`src/inc/aassc_regs.svh`:
```
// Register offsets, field positions, reset values and codes for the step configuration bank.
// Assumes nothing; included by the package-using design file by bare name.
`ifndef AASSC_REGS_SVH
`define AASSC_REGS_SVH
// ****************************************************************
// Register offsets (byte addresses on the register port)
// ****************************************************************
`define AASSC_STEP11_OFFSET   8'hdb
`define AASSC_STEP12_OFFSET   8'hdc
// ****************************************************************
// Reset values
// ****************************************************************
`define AASSC_STEP11_RESET    16'h000b
`define AASSC_STEP12_RESET    16'h000c
// ****************************************************************
// Field positions
// ****************************************************************
`define AASSC_EN_BIT          15
`define AASSC_GAIN_HI         14
`define AASSC_GAIN_LO         13
`define AASSC_NEG_BIT         4
`define AASSC_POS_HI          3
`define AASSC_POS_LO          0
// Writable bits of a step register; bits 12:5 stay zero.
`define AASSC_WMASK           16'he01f
// First positive code that picks an internal source.
`define AASSC_POS_INTERNAL    4'h8
`endif

```
`src/inc/aassc_pkg.sv`:
```
// Types shared by the step configuration bank.
// Assumes the register header is available on the include path.
package aassc_pkg;
    // Converter gain as applied to the multiplexed converter.
    typedef enum logic [1:0] {
        AASSC_GAIN_X1 = 2'h0,
        AASSC_GAIN_X2 = 2'h1,
        AASSC_GAIN_X4 = 2'h2
    } aassc_gain_t;
    // Negative input source.
    typedef enum logic [1:0] {
        AASSC_NEG_GROUND = 2'h0,
        AASSC_NEG_EXT7   = 2'h1,
        AASSC_NEG_AUTO   = 2'h2
    } aassc_neg_t;
endpackage : aassc_pkg

```
`src/logic/aassc_step_cfg.sv`:
```
// Step 11 and step 12 configuration registers of the secondary multiplexed converter sequencer.
// Assumes a single-cycle register port and a sequencer that presents one step index at a time.
//
// Local design decision: strobed register access.
`timescale 1ns/100ps
`include "aassc_regs.svh"
module aassc_step_cfg (
    input  wire logic                 clock,
    input  wire logic                 rstn,
    input  wire logic [7:0]           addr,
    input  wire logic [15:0]          wdata,
    input  wire logic                 wr,
    input  wire logic                 rd,
    output logic      [15:0]          rdata,
    input  wire logic                 step_req,
    input  wire logic [3:0]           step_idx,
    output logic                      step_valid_ff,
    output logic                      step_skip_ff,
    output aassc_pkg::aassc_gain_t    step_gain_ff,
    output aassc_pkg::aassc_neg_t     step_neg_ff,
    output logic      [3:0]           step_pos_ff
);
    import aassc_pkg::*;

    // ****************************************************************
    // Register storage
    // ****************************************************************
    logic [15:0] step11_ff;
    logic [15:0] step12_ff;
    logic [15:0] rdata_ff;
    wire         hit11 = (addr == `AASSC_STEP11_OFFSET);
    wire         hit12 = (addr == `AASSC_STEP12_OFFSET);
    // Reserved bits are masked off on write so they can never read back non-zero.
    wire  [15:0] wmasked = wdata & `AASSC_WMASK;

    // Register writes; unmapped addresses are ignored.
    always_ff @(posedge clock or negedge rstn) begin
        if (!rstn) begin
            step11_ff <= `AASSC_STEP11_RESET;
            step12_ff <= `AASSC_STEP12_RESET;
        end else if (wr) begin
            if (hit11) step11_ff <= wmasked;
            if (hit12) step12_ff <= wmasked;
        end
    end

    // ****************************************************************
    // Read path
    // ****************************************************************
    // Unmapped reads return zero.
    wire [15:0] nxt_rdata = hit11 ? step11_ff : (hit12 ? step12_ff : 16'h0000);

    // Read data stands only in the cycle after the strobe.
    always_ff @(posedge clock or negedge rstn) begin
        if (!rstn) rdata_ff <= 16'h0000;
        else       rdata_ff <= rd ? nxt_rdata : 16'h0000;
    end
    assign rdata = rdata_ff;

    // ****************************************************************
    // Step decode toward the converter
    // ****************************************************************
    wire [15:0] sel      = (step_idx == 4'hc) ? step12_ff : step11_ff;
    wire        known    = (step_idx == 4'hb) || (step_idx == 4'hc);
    wire        sel_en   = sel[`AASSC_EN_BIT];
    wire [1:0]  sel_gc   = sel[`AASSC_GAIN_HI:`AASSC_GAIN_LO];
    wire [3:0]  sel_pos  = sel[`AASSC_POS_HI:`AASSC_POS_LO];
    wire        pos_int  = (sel_pos >= `AASSC_POS_INTERNAL);
    // Codes 10 and 11 share the largest gain.
    aassc_gain_t nxt_gain;
    assign nxt_gain = (sel_gc == 2'h0) ? AASSC_GAIN_X1 :
                      (sel_gc == 2'h1) ? AASSC_GAIN_X2 : AASSC_GAIN_X4;
    // Internal sources pick their own negative input, so bit 4 is ignored.
    aassc_neg_t nxt_neg;
    assign nxt_neg = pos_int ? AASSC_NEG_AUTO :
                     (sel[`AASSC_NEG_BIT] ? AASSC_NEG_EXT7 : AASSC_NEG_GROUND);
    wire nxt_valid = step_req && known && sel_en;
    wire nxt_skip  = step_req && !(known && sel_en);

    // Settings are latched only for an enabled step; skipped steps leave them alone.
    always_ff @(posedge clock or negedge rstn) begin
        if (!rstn) begin
            step_valid_ff <= 1'b0;
            step_skip_ff  <= 1'b0;
            step_gain_ff  <= AASSC_GAIN_X1;
            step_neg_ff   <= AASSC_NEG_GROUND;
            step_pos_ff   <= 4'h0;
        end else begin
            step_valid_ff <= nxt_valid;
            step_skip_ff  <= nxt_skip;
            if (nxt_valid) begin
                step_gain_ff <= nxt_gain;
                step_neg_ff  <= nxt_neg;
                step_pos_ff  <= sel_pos;
            end
        end
    end

    // ****************************************************************
    // Assertions
    // ****************************************************************
    property p_reserved_zero;
        @(posedge clock) disable iff (!rstn) (step11_ff[12:5] == 8'h00) && (step12_ff[12:5] == 8'h00);
    endproperty
    a_reserved_zero: assert property (p_reserved_zero) else $error("Reserved bits not zero.");
    property p_read_reserved;
        @(posedge clock) disable iff (!rstn) rd |=> (rdata[12:5] == 8'h00);
    endproperty
    a_read_reserved: assert property (p_read_reserved) else $error("Reserved read non-zero.");
    property p_step12_read;
        @(posedge clock) disable iff (!rstn)
            (rd && addr == `AASSC_STEP12_OFFSET) |=> (rdata == $past(step12_ff));
    endproperty
    a_step12_read: assert property (p_step12_read) else $error("Step 12 read mismatch.");
    property p_write_en;
        @(posedge clock) disable iff (!rstn)
            (wr && addr == `AASSC_STEP11_OFFSET) |=> (step11_ff[15] == $past(wdata[15]));
    endproperty
    a_write_en: assert property (p_write_en) else $error("Enable bit not written.");
    property p_gain_map;
        @(posedge clock) disable iff (!rstn)
            nxt_valid |=> (step_gain_ff == (($past(sel_gc) == 2'h0) ? AASSC_GAIN_X1 :
                          ($past(sel_gc) == 2'h1) ? AASSC_GAIN_X2 : AASSC_GAIN_X4));
    endproperty
    a_gain_map: assert property (p_gain_map) else $error("Gain mapping wrong.");
    property p_neg_ext;
        @(posedge clock) disable iff (!rstn)
            (nxt_valid && sel_pos < 4'h8) |=> (step_neg_ff == ($past(sel[4]) ? AASSC_NEG_EXT7 : AASSC_NEG_GROUND));
    endproperty
    a_neg_ext: assert property (p_neg_ext) else $error("Negative select wrong.");
    property p_neg_auto;
        @(posedge clock) disable iff (!rstn)
            (nxt_valid && sel_pos >= 4'h8) |=> (step_neg_ff == AASSC_NEG_AUTO);
    endproperty
    a_neg_auto: assert property (p_neg_auto) else $error("Auto negative not taken.");
    property p_pos_route;
        @(posedge clock) disable iff (!rstn) nxt_valid |=> (step_pos_ff == $past(sel_pos));
    endproperty
    a_pos_route: assert property (p_pos_route) else $error("Positive select wrong.");
    property p_skip;
        @(posedge clock) disable iff (!rstn)
            (step_req && !sel_en) |=> (step_skip_ff && !step_valid_ff);
    endproperty
    a_skip: assert property (p_skip) else $error("Disabled step not skipped.");
    // Internal sources always carry the automatic negative input with them.
    property p_internal_hold;
        @(posedge clock) disable iff (!rstn)
            (step_valid_ff && step_pos_ff >= `AASSC_POS_INTERNAL) |-> (step_neg_ff == AASSC_NEG_AUTO);
    endproperty
    a_internal_hold: assert property (p_internal_hold) else $error("Internal code lost auto negative.");

    // ****************************************************************
    // Further register port checks
    // ****************************************************************
    // Step 11 reads back what was stored, so software can confirm its enable bit.
    property p_step11_read;
        @(posedge clock) disable iff (!rstn)
            (rd && addr == `AASSC_STEP11_OFFSET) |=> (rdata == $past(step11_ff));
    endproperty
    a_step11_read: assert property (p_step11_read) else $error("Step 11 read mismatch.");

    // A write to step 12 keeps every writable bit and drops the reserved ones.
    property p_write_step12;
        @(posedge clock) disable iff (!rstn)
            (wr && addr == `AASSC_STEP12_OFFSET) |=> (step12_ff == ($past(wdata) & `AASSC_WMASK));
    endproperty
    a_write_step12: assert property (p_write_step12) else $error("Step 12 write mismatch.");

    // ****************************************************************
    // Further step port checks
    // ****************************************************************
    // A valid pulse only ever follows a request whose enable bit was set.
    property p_valid_needs_enable;
        @(posedge clock) disable iff (!rstn) step_valid_ff |-> $past(sel_en);
    endproperty
    a_valid_needs_enable: assert property (p_valid_needs_enable) else $error("Valid without enable.");

    // Both upper gain codes give the largest gain.
    property p_gain_x4;
        @(posedge clock) disable iff (!rstn)
            (nxt_valid && sel_gc[1]) |=> (step_gain_ff == AASSC_GAIN_X4);
    endproperty
    a_gain_x4: assert property (p_gain_x4) else $error("Upper gain code not x4.");

    // An external positive input never carries the automatic negative selection.
    property p_external_pos;
        @(posedge clock) disable iff (!rstn)
            (step_valid_ff && step_pos_ff < `AASSC_POS_INTERNAL) |-> (step_neg_ff != AASSC_NEG_AUTO);
    endproperty
    a_external_pos: assert property (p_external_pos) else $error("External input got auto negative.");

    // The two answer pulses exclude each other.
    property p_valid_skip_excl;
        @(posedge clock) disable iff (!rstn) !(step_valid_ff && step_skip_ff);
    endproperty
    a_valid_skip_excl: assert property (p_valid_skip_excl) else $error("Valid and skip together.");

    // Every request gets exactly one answer pulse in the next cycle.
    property p_request_answered;
        @(posedge clock) disable iff (!rstn)
            step_req |=> (step_valid_ff ^ step_skip_ff);
    endproperty
    a_request_answered: assert property (p_request_answered) else $error("Request not answered.");

    // A skipped step or an idle cycle leaves the applied settings untouched.
    property p_settings_hold;
        @(posedge clock) disable iff (!rstn)
            !nxt_valid |=> ($stable(step_gain_ff) && $stable(step_neg_ff) && $stable(step_pos_ff));
    endproperty
    a_settings_hold: assert property (p_settings_hold) else $error("Settings moved without valid step.");

    // ****************************************************************
    // Cover points
    // ****************************************************************
    c_valid_step: cover property (@(posedge clock) disable iff (!rstn) step_valid_ff);
    c_skip_step:  cover property (@(posedge clock) disable iff (!rstn) step_skip_ff);
    c_auto_neg:   cover property (@(posedge clock) disable iff (!rstn) step_valid_ff && step_neg_ff == AASSC_NEG_AUTO);
    c_gain_x4:    cover property (@(posedge clock) disable iff (!rstn)
                                  step_valid_ff && step_gain_ff == AASSC_GAIN_X4);
    c_ext7_neg:   cover property (@(posedge clock) disable iff (!rstn)
                                  step_valid_ff && step_neg_ff == AASSC_NEG_EXT7);
endmodule : aassc_step_cfg

```
`config.mk`:
```
export PLATFORM = sky130hd
export DESIGN_NAME = aassc_step_cfg
export DESIGN_NICKNAME = d
export VERILOG_FILES = /design/src/inc/aassc_pkg.sv /design/src/logic/aassc_step_cfg.sv
export VERILOG_INCLUDE_DIRS = /design/src /design/src/inc
export SDC_FILE = /design/constraint.sdc
export NUM_CORES = 1
export LEC_CHECK = 0
export ABC_AREA = 0
export BUFFER_PORTS_ARGS = -buffer_cell sky130_fd_sc_hd__buf_4
export CAP_MARGIN = 30
export CORE_ASPECT_RATIO = 1.75
export CORE_UTILIZATION = 45
export CTS_BUF_LIST = sky130_fd_sc_hd__clkbuf_16
export CTS_CLUSTER_SIZE = 25
export DETAILED_ROUTE_END_ITERATION = 10
export PLACE_DENSITY = 0.83
export REMOVE_ABC_BUFFERS = 1
export SETUP_SLACK_MARGIN = 0.4
export SYNTH_ARGS = -nofsm -noshare
export SYNTH_HDL_FRONTEND = slang
export SYNTH_SLANG_ARGS = --single-unit
```
`constraint.sdc`:
```
create_clock -name clock -period 2.2 [get_ports clock]
set_clock_uncertainty 0.2 [all_clocks]
set_input_delay 0 -clock clock [delete_from_list [all_inputs] [get_ports clock]]
set_output_delay 0 -clock clock [all_outputs]
set_load 0.03 [all_outputs]
```
==> results.py, run 1 <==
metrics = {
    "run_status": {
        "status": "finished, final reports clean",
    },
    "route": {
        "drt_first_pass_iters": 4,
        "dr.first_iter.drc_count": 23,
        "drc": 0,
        "vias": 1101,
        "wl_per_cell_um": 15.7,
        "vias_per_cell": 5.10,
        "wl_um": 3380,
        "final_antenna_net_count": 0,
    },
    "grt": {
        "grt_first_pass_wirelength_um": 5290,
        "grt_pass1_vias": 1119,
        "grt_max_degree": 34,
        "antenna_found_initial": 0,
        "grt_remaining_overflow": 0,
        "globalRouteTotalUtil_pct": 20.2,
    },
    "worst_setup_path": {
        "path_cells": "nand4bb_1 -> nand2_1 -> a21boi_0 -> dlygate4sd3_1",
        "cp_max_fo": 3,
        "slowest_delay_ps": 580,
        "crit_buf_inv": 1,
        "crit_type": "flip-flop to flip-flop",
        "endpoint_kind": "flip-flop",
        "startpoint_type": "flip-flop",
        "worst-endpoint-arrival_ps": 1730,
        "cp_top_family": "buffers and inverters",
        "cp_slowest_cell": "dlygate4sd3_1",
        "required_ps": 2210,
    },
    "synthesis": {
        "syn_area_um2": 1590,
        "ys_types": 25,
        "yosys-top-cells-area": "dfrtp_1 44%, mux2_4 15%, dfstp_2 8.3%",
        "synth_edf_count": 0,
        "synth_largest_area_cell": "dfrtp_1",
        "async_flop_share_pct": 100,
        "yosysSeqAreaShare_pct": 52.4,
        "syn_inst": 110,
        "synthFlopType": "dfrtp_1",
        "yosysTopAreaCellShare_pct": 44.1,
        "synth_most_common_cell": "dfrtp_1",
        "avgSynthCellArea_um2": 14.4,
        "ys_ff_latch": 33,
        "synth_commonest_cells": "28 x dfrtp_1, 16 x mux2_4, 11 x mux2_2",
        "synth_warnings": 0,
    },
    "min_path": {
        "hp-class": "primary input to async pin",
    },
    "timing": {
        "post-route-period-util_pct": 77.9,
        "hold_viol": 0,
        "fmax_ghz": 0.583,
        "final.setup.tns_ps": 0,
        "timing.final.max_slew_violations": 0,
        "min_period_ps": 1710,
        "finalSetupViolCount": 0,
        "rsz0062_at_grt": "no",
    },
    "clock_tree": {
        "clk_latency_ps": 280,
        "cts_max_level": 2,
        "cts-root-buf": "clkbuf_16",
        "clk_path_buf_depth": 2,
        "cts_tree": "built",
        "cts_sinks": 33,
        "cts.clk_slew.worst_paths_ps": 50,
        "numCtsBuffers": 5,
    },
    "floorplanning": {
        "die_h_um": 80.6,
        "start_util_pct": 47.2,
        "die_area_um2": 3780,
        "rows": 28,
        "io_pins": 59,
        "die_w_um": 46.9,
        "core_um2": 3360,
    },
    "placement": {
        "placed_area_um2": 1890,
        "dpl.hpwl_um": 2280,
        "gp_congestion": 0.700,
        "port_buffers": 42,
    },
    "run": {
        "max_cap_viol_count": 0,
    },
    "power_and_ir_drop": {
        "irDropWorstVdd_mv": 0.458,
        "powerDensity_nw_per_um2": 662,
        "p_leak_nw": 1.05,
    },
    "cells_and_area": {
        "area_growth_pct": 36.7,
        "final_cell_area_um2": 2170,
        "diodes": 0,
        "drive_gt1_share_pct": 50.9,
        "fin_nets": 203,
    },
}
final timing paths:
path	slack, ps	end	cells past startpoint	startpoint
max in group asynchronous	1460	step12_ff[3]	2	rstn
min in group clock	10	rdata[3]	3	addr[6]
worst max-delay path	490	step_skip_ff	4	step12_ff[15]
worst min-delay path	9	step_skip_ff	2	rstn
worst max register to register	490	step_skip_ff	4	step12_ff[15]
worst min register to register	310	step_pos_ff[0]	1	step_pos_ff[0]
cell usage in the layout (no fill, tap or decap), drive strengths merged:
master / netlist / layout
buf: 13 / 45
mux2: 28 / 28
nor3b: 1 / 1
clkbuf: 0 / 5
nor4bb: 1 / 1
nor2: 8 / 8
a21boi: 1 / 1
mux2i: 2 / 2
a21oi: 1 / 1
and4b: 1 / 1
a22oi: 8 / 8
conb: 1 / 8
nand4bb: 1 / 1
dfstp: 5 / 5
nand2: 2 / 2
and3b: 1 / 1
dfrtp: 28 / 28
clkinv: 0 / 3
nand2b: 4 / 4
nand3: 1 / 1
dlygate4sd3: 0 / 14
and4: 2 / 2
nand4b: 1 / 1
per-layer routing:
metal,share of wire (%),wire length (um),global-route usage [%]
met1,38,1300,23.0
met2,55,1850,33.5
met3,4.9,165,4.49
met4,1.9,65,10.6
met5,0,0,0
registers in the layout (all words and copies together), names as in the netlist:
name / count
rdata: 8
step_gain_ff: 2
step11_ff: 8
step_neg_ff: 1
step_pos_ff: 4
step12_ff: 8
step_skip_ff: 1
step_valid_ff: 1
cells by family (layout without fill, tap and decap cells):
kind of cell	after synthesis	count (layout)	share of synthesized area, %
compound gates	10	10	5.28
buf+inv	13	67	7.25
flops	33	33	52.4
mux	30	30	24.9
other cells	1	8	0.236
simple gates	23	23	9.93
cell type report:
type / count / area (um2)
timing repair buffer: 59 / 478
clock inverter: 3 / 12.5
fill: 247 / 1190
sequential: 33 / 832
tap: 45 / 56.3
clock buffer: 5 / 125
multi-input combinational: 71 / 667
where the power goes:
part	internal, W	switching [W]
logic	0.0000780	0.0000665
clock network	0.000408	0.000241
registers	0.000628	0.0000143
total	0.00111	0.000322
per-stage QoR:
step	setup slack (ps)	power [W]	hold WS, ps	utilization, %	std cells
after detailed placement	565	0.000777	-240	56.1	193
after floorplan	321	0.000710	-496	-	104
after global routing	454	0.00148	43.2	64.5	216
final	486	0.00144	9.18	64.5	216
after CTS	421	0.00144	7.34	64.3	215
after global placement	620	0.000771	-248	56.1	193
what timing repair did:
action,in CTS,in global routing
hold buffers,14,0
setup endpoints to repair,0,1
buffers inserted,0,1
resized for setup,0,0
hold endpoints to repair,59,0
(Power assumes the default switching activity.)
==> run 2, diff against run 1 <==
--- a/config.mk
+++ b/config.mk
@@ -6,7 +6,7 @@
 export SDC_FILE = /design/constraint.sdc
 export NUM_CORES = 1
 export LEC_CHECK = 0
-export ABC_AREA = 0
+export ABC_AREA = 1
 export BUFFER_PORTS_ARGS = -buffer_cell sky130_fd_sc_hd__buf_4
 export CAP_MARGIN = 30
 export CORE_ASPECT_RATIO = 1.75
@@ -14,7 +14,7 @@
 export CTS_BUF_LIST = sky130_fd_sc_hd__clkbuf_16
 export CTS_CLUSTER_SIZE = 25
 export DETAILED_ROUTE_END_ITERATION = 10
-export PLACE_DENSITY = 0.83
+export PLACE_DENSITY = 0.82
 export REMOVE_ABC_BUFFERS = 1
 export SETUP_SLACK_MARGIN = 0.4
 export SYNTH_ARGS = -nofsm -noshare
==> constraint.sdc (replaced) <==
create_clock -name clock -period 1.65 [get_ports clock]
set_clock_uncertainty 0.2 [all_clocks]
set_input_delay 0 -clock clock [delete_from_list [all_inputs] [get_ports clock]]
set_output_delay 0 -clock clock [all_outputs]
set_load 0.03 [all_outputs]
==> run 2 against run 1 <==
Against the previous run:
- the flow now finishes with violations (hold timing)
- power is 37% higher
- global-route usage is 0.13 points lower
- wire length is 2.9% higher
- sequential cell count stayed put
- cell area is 7.1% higher
- maximum frequency is 37% higher
- critical path type unchanged
==> results.py, run 2 <==
metrics = {
    "route": {
        "vias_per_cell": 4.76,
        "dr.first_iter.drc_count": 30,
        "drt_first_pass_iters": 4,
        "wl_met1_um": 1260,
        "drc": 0,
        "top_layer_used": "met4",
        "final_antenna_net_count": 0,
        "vias": 1442,
        "wl_um": 3480,
        "wl_per_cell_um": 11.5,
        "dr_wl_met2_um": 1980,
        "wl_met3_um": 137,
    },
    "power_and_ir_drop": {
        "p_clk_share_pct": 44.1,
        "seqPwrFrac_pct": 43.7,
        "powerDensity_nw_per_um2": 844,
        "p_leak_nw": 1.21,
        "switching_share_pct": 24.4,
        "combinationalPowerShare_pct": 12.2,
        "netSwitchingPower_w": 0.000478,
        "p_int_w": 0.00148,
        "irDropWorstVdd_mv": 0.829,
    },
    "worst_setup_path": {
        "cp_max_fo": 3,
        "path_cells": "nand3b_1 -> nand2_1 -> nand2_1 -> inv_1 -> nand2_1 -> nand2_1",
        "worst-endpoint-arrival_ps": 1220,
        "slowest_delay_ps": 530,
        "endpoint_kind": "flip-flop",
        "regToRegSetupSlack_ps": 400,
        "cp_slowest_cell": "dfstp_2",
        "startpoint_type": "flip-flop",
        "crit_type": "flip-flop to flip-flop",
        "path_common_cell": "nand2_1",
        "reg2reg_depth": 6,
        "required_ps": 1620,
    },
    "grt": {
        "grt_max_degree": 34,
        "grt_pass1_vias": 1466,
        "globalRouteTotalUtil_pct": 20.1,
        "grt_remaining_overflow": 0,
        "grt_first_pass_wirelength_um": 6290,
        "antenna_found_initial": 0,
    },
    "synthesis": {
        "synth_warnings": 0,
        "async_flop_share_pct": 100,
        "ys_ff_latch": 33,
        "synth_commonest_cells": "65 x nand2_1, 28 x dfrtp_1, 22 x nand3_1",
        "yosysTopAreaCellShare_pct": 40.6,
        "avgSynthCellArea_um2": 8.81,
        "syn_inst": 196,
        "syn_area_um2": 1730,
        "synth_largest_area_cell": "dfrtp_1",
        "yosysSeqAreaShare_pct": 48.2,
        "synth_edf_count": 0,
        "ys_types": 19,
        "synth_most_common_cell": "nand2_1",
        "yosys-top-cells-area": "dfrtp_1 41%, nand2_1 14%, o21ai_2 8.1%",
        "synthFlopType": "dfrtp_1",
    },
    "floorplanning": {
        "die_area_um2": 4100,
        "rows": 29,
        "start_util_pct": 47.6,
        "core_um2": 3630,
        "die_w_um": 48.8,
        "io_pins": 59,
        "die_h_um": 83.9,
    },
    "run": {
        "max_cap_viol_count": 0,
    },
    "clock_tree": {
        "numCtsBuffers": 5,
        "cts.clk_slew.worst_paths_ps": 50,
        "cts_tree": "built",
        "clk_latency_ps": 280,
        "clk_path_buf_depth": 2,
        "cts_sinks": 33,
        "cts-root-buf": "clkbuf_16",
        "cts_max_level": 2,
        "cts_hold_buf": 11,
    },
    "cells_and_area": {
        "area_growth_pct": 34.7,
        "layout_commonest_cell": "nand2_1",
        "final.fill_count": 325,
        "fin_nets": 289,
        "diodes": 0,
        "final_cell_area_um2": 2330,
        "layout_common_cells": "64 x nand2_1, 47 x buf_4, 28 x dfrtp_1",
        "drive_gt1_share_pct": 34.6,
    },
    "timing": {
        "post-route-period-util_pct": 76.0,
        "fin_ws_ps": 396,
        "finalSetupViolCount": 0,
        "hold_viol": 25,
        "worst_hold_slack_ps": -116,
        "fmax_ghz": 0.797,
        "min_period_ps": 1250,
        "timing.final.max_slew_violations": 0,
        "final.setup.tns_ps": 0,
        "rsz0062_at_grt": "yes",
    },
    "min_path": {
        "hp-class": "primary input to flip-flop",
        "min_path_cells": 4,
    },
    "placement": {
        "gp_congestion": 0.829,
        "dpl.hpwl_um": 2540,
        "port_buffers": 42,
        "placed_area_um2": 2050,
        "pre_cts_slack_ps": 258,
    },
    "run_status": {
        "status": "complete, but fails checks",
        "violations": "hold timing",
    },
}
run 2: repair_timing:
item                                    CTS  global route
setup buffers                             0             1
pin swaps                                 1             6
endpoints found under the hold margin    66            19
gates resized for setup                   1             3
endpoints found under the setup margin    7             7
run 2: cell type report:
class / count / area [um2] / share of cell area, %
Clock buffer: 5 / 125 / 5.38
Clock inverter: 3 / 13.8 / 0.592
Inverter: 22 / 82.6 / 3.55
Multi-Input combinational cell: 136 / 752 / 32.3
Sequential cell: 33 / 832 / 35.8
Tap cell: 46 / 57.6 / 2.47
Timing Repair Buffer: 58 / 463 / 19.9
run 2: worst paths after layout:
kind                                start             end
min                               addr[0]       rdata[13]
min in group asynchronous            rstn        rdata[0]
max                          step12_ff[3]  step_neg_ff[0]
max reg2reg                  step12_ff[3]  step_neg_ff[0]
max in group asynchronous            rstn    step11_ff[3]
min reg2reg                step_pos_ff[2]  step_pos_ff[2]
run 2: worst max-delay path: cells and delay by family (launching register included):
family,cells,cell delay [ps]
AND/OR/NAND/NOR,5,370
flip-flops,1,530
buffers and inverters,1,30
run 2: metal layers:
| layer | global-route usage (%) | vias up |
|---|---|---|
| li1 | - | 729 |
| met1 | 19.7 | 658 |
| met2 | 36.6 | 46 |
| met3 | 4.55 | 9 |
| met4 | 12.6 | 0 |
| met5 | 0 | - |
run 2: power groups by stage:
stage | clock [W] | sequential [W] | combinational (W)
final | 0.000866 | 0.000858 | 0.000239
after floorplan | 0 | 0.000876 | 0.000107
after detailed placement | 0 | 0.000870 | 0.000214
after global placement | 0 | 0.000868 | 0.000209
after global routing | 0.000924 | 0.000860 | 0.000264
after CTS | 0.000881 | 0.000857 | 0.000236
run 2: cell families after synthesis:
logic type | after synthesis | synth area share, %
AO/OA/AOI/OAI | 23 | 10.3
buffers and inverters | 34 | 10.7
flip-flops | 33 | 48.2
other | 1 | 0.217
AND/OR/NAND/NOR | 105 | 30.7
run 2: per-stage QoR:
step                      util, %  power (W)  cells  hold WS [ps]
after floorplan                 -   0.000982    191          -496
after global placement       56.6    0.00108    283          -249
after detailed placement     56.6    0.00108    283          -242
after CTS                    63.6    0.00197    302          -122
after global routing         64.1    0.00205    303         -91.4
final                        64.1    0.00196    303          -116
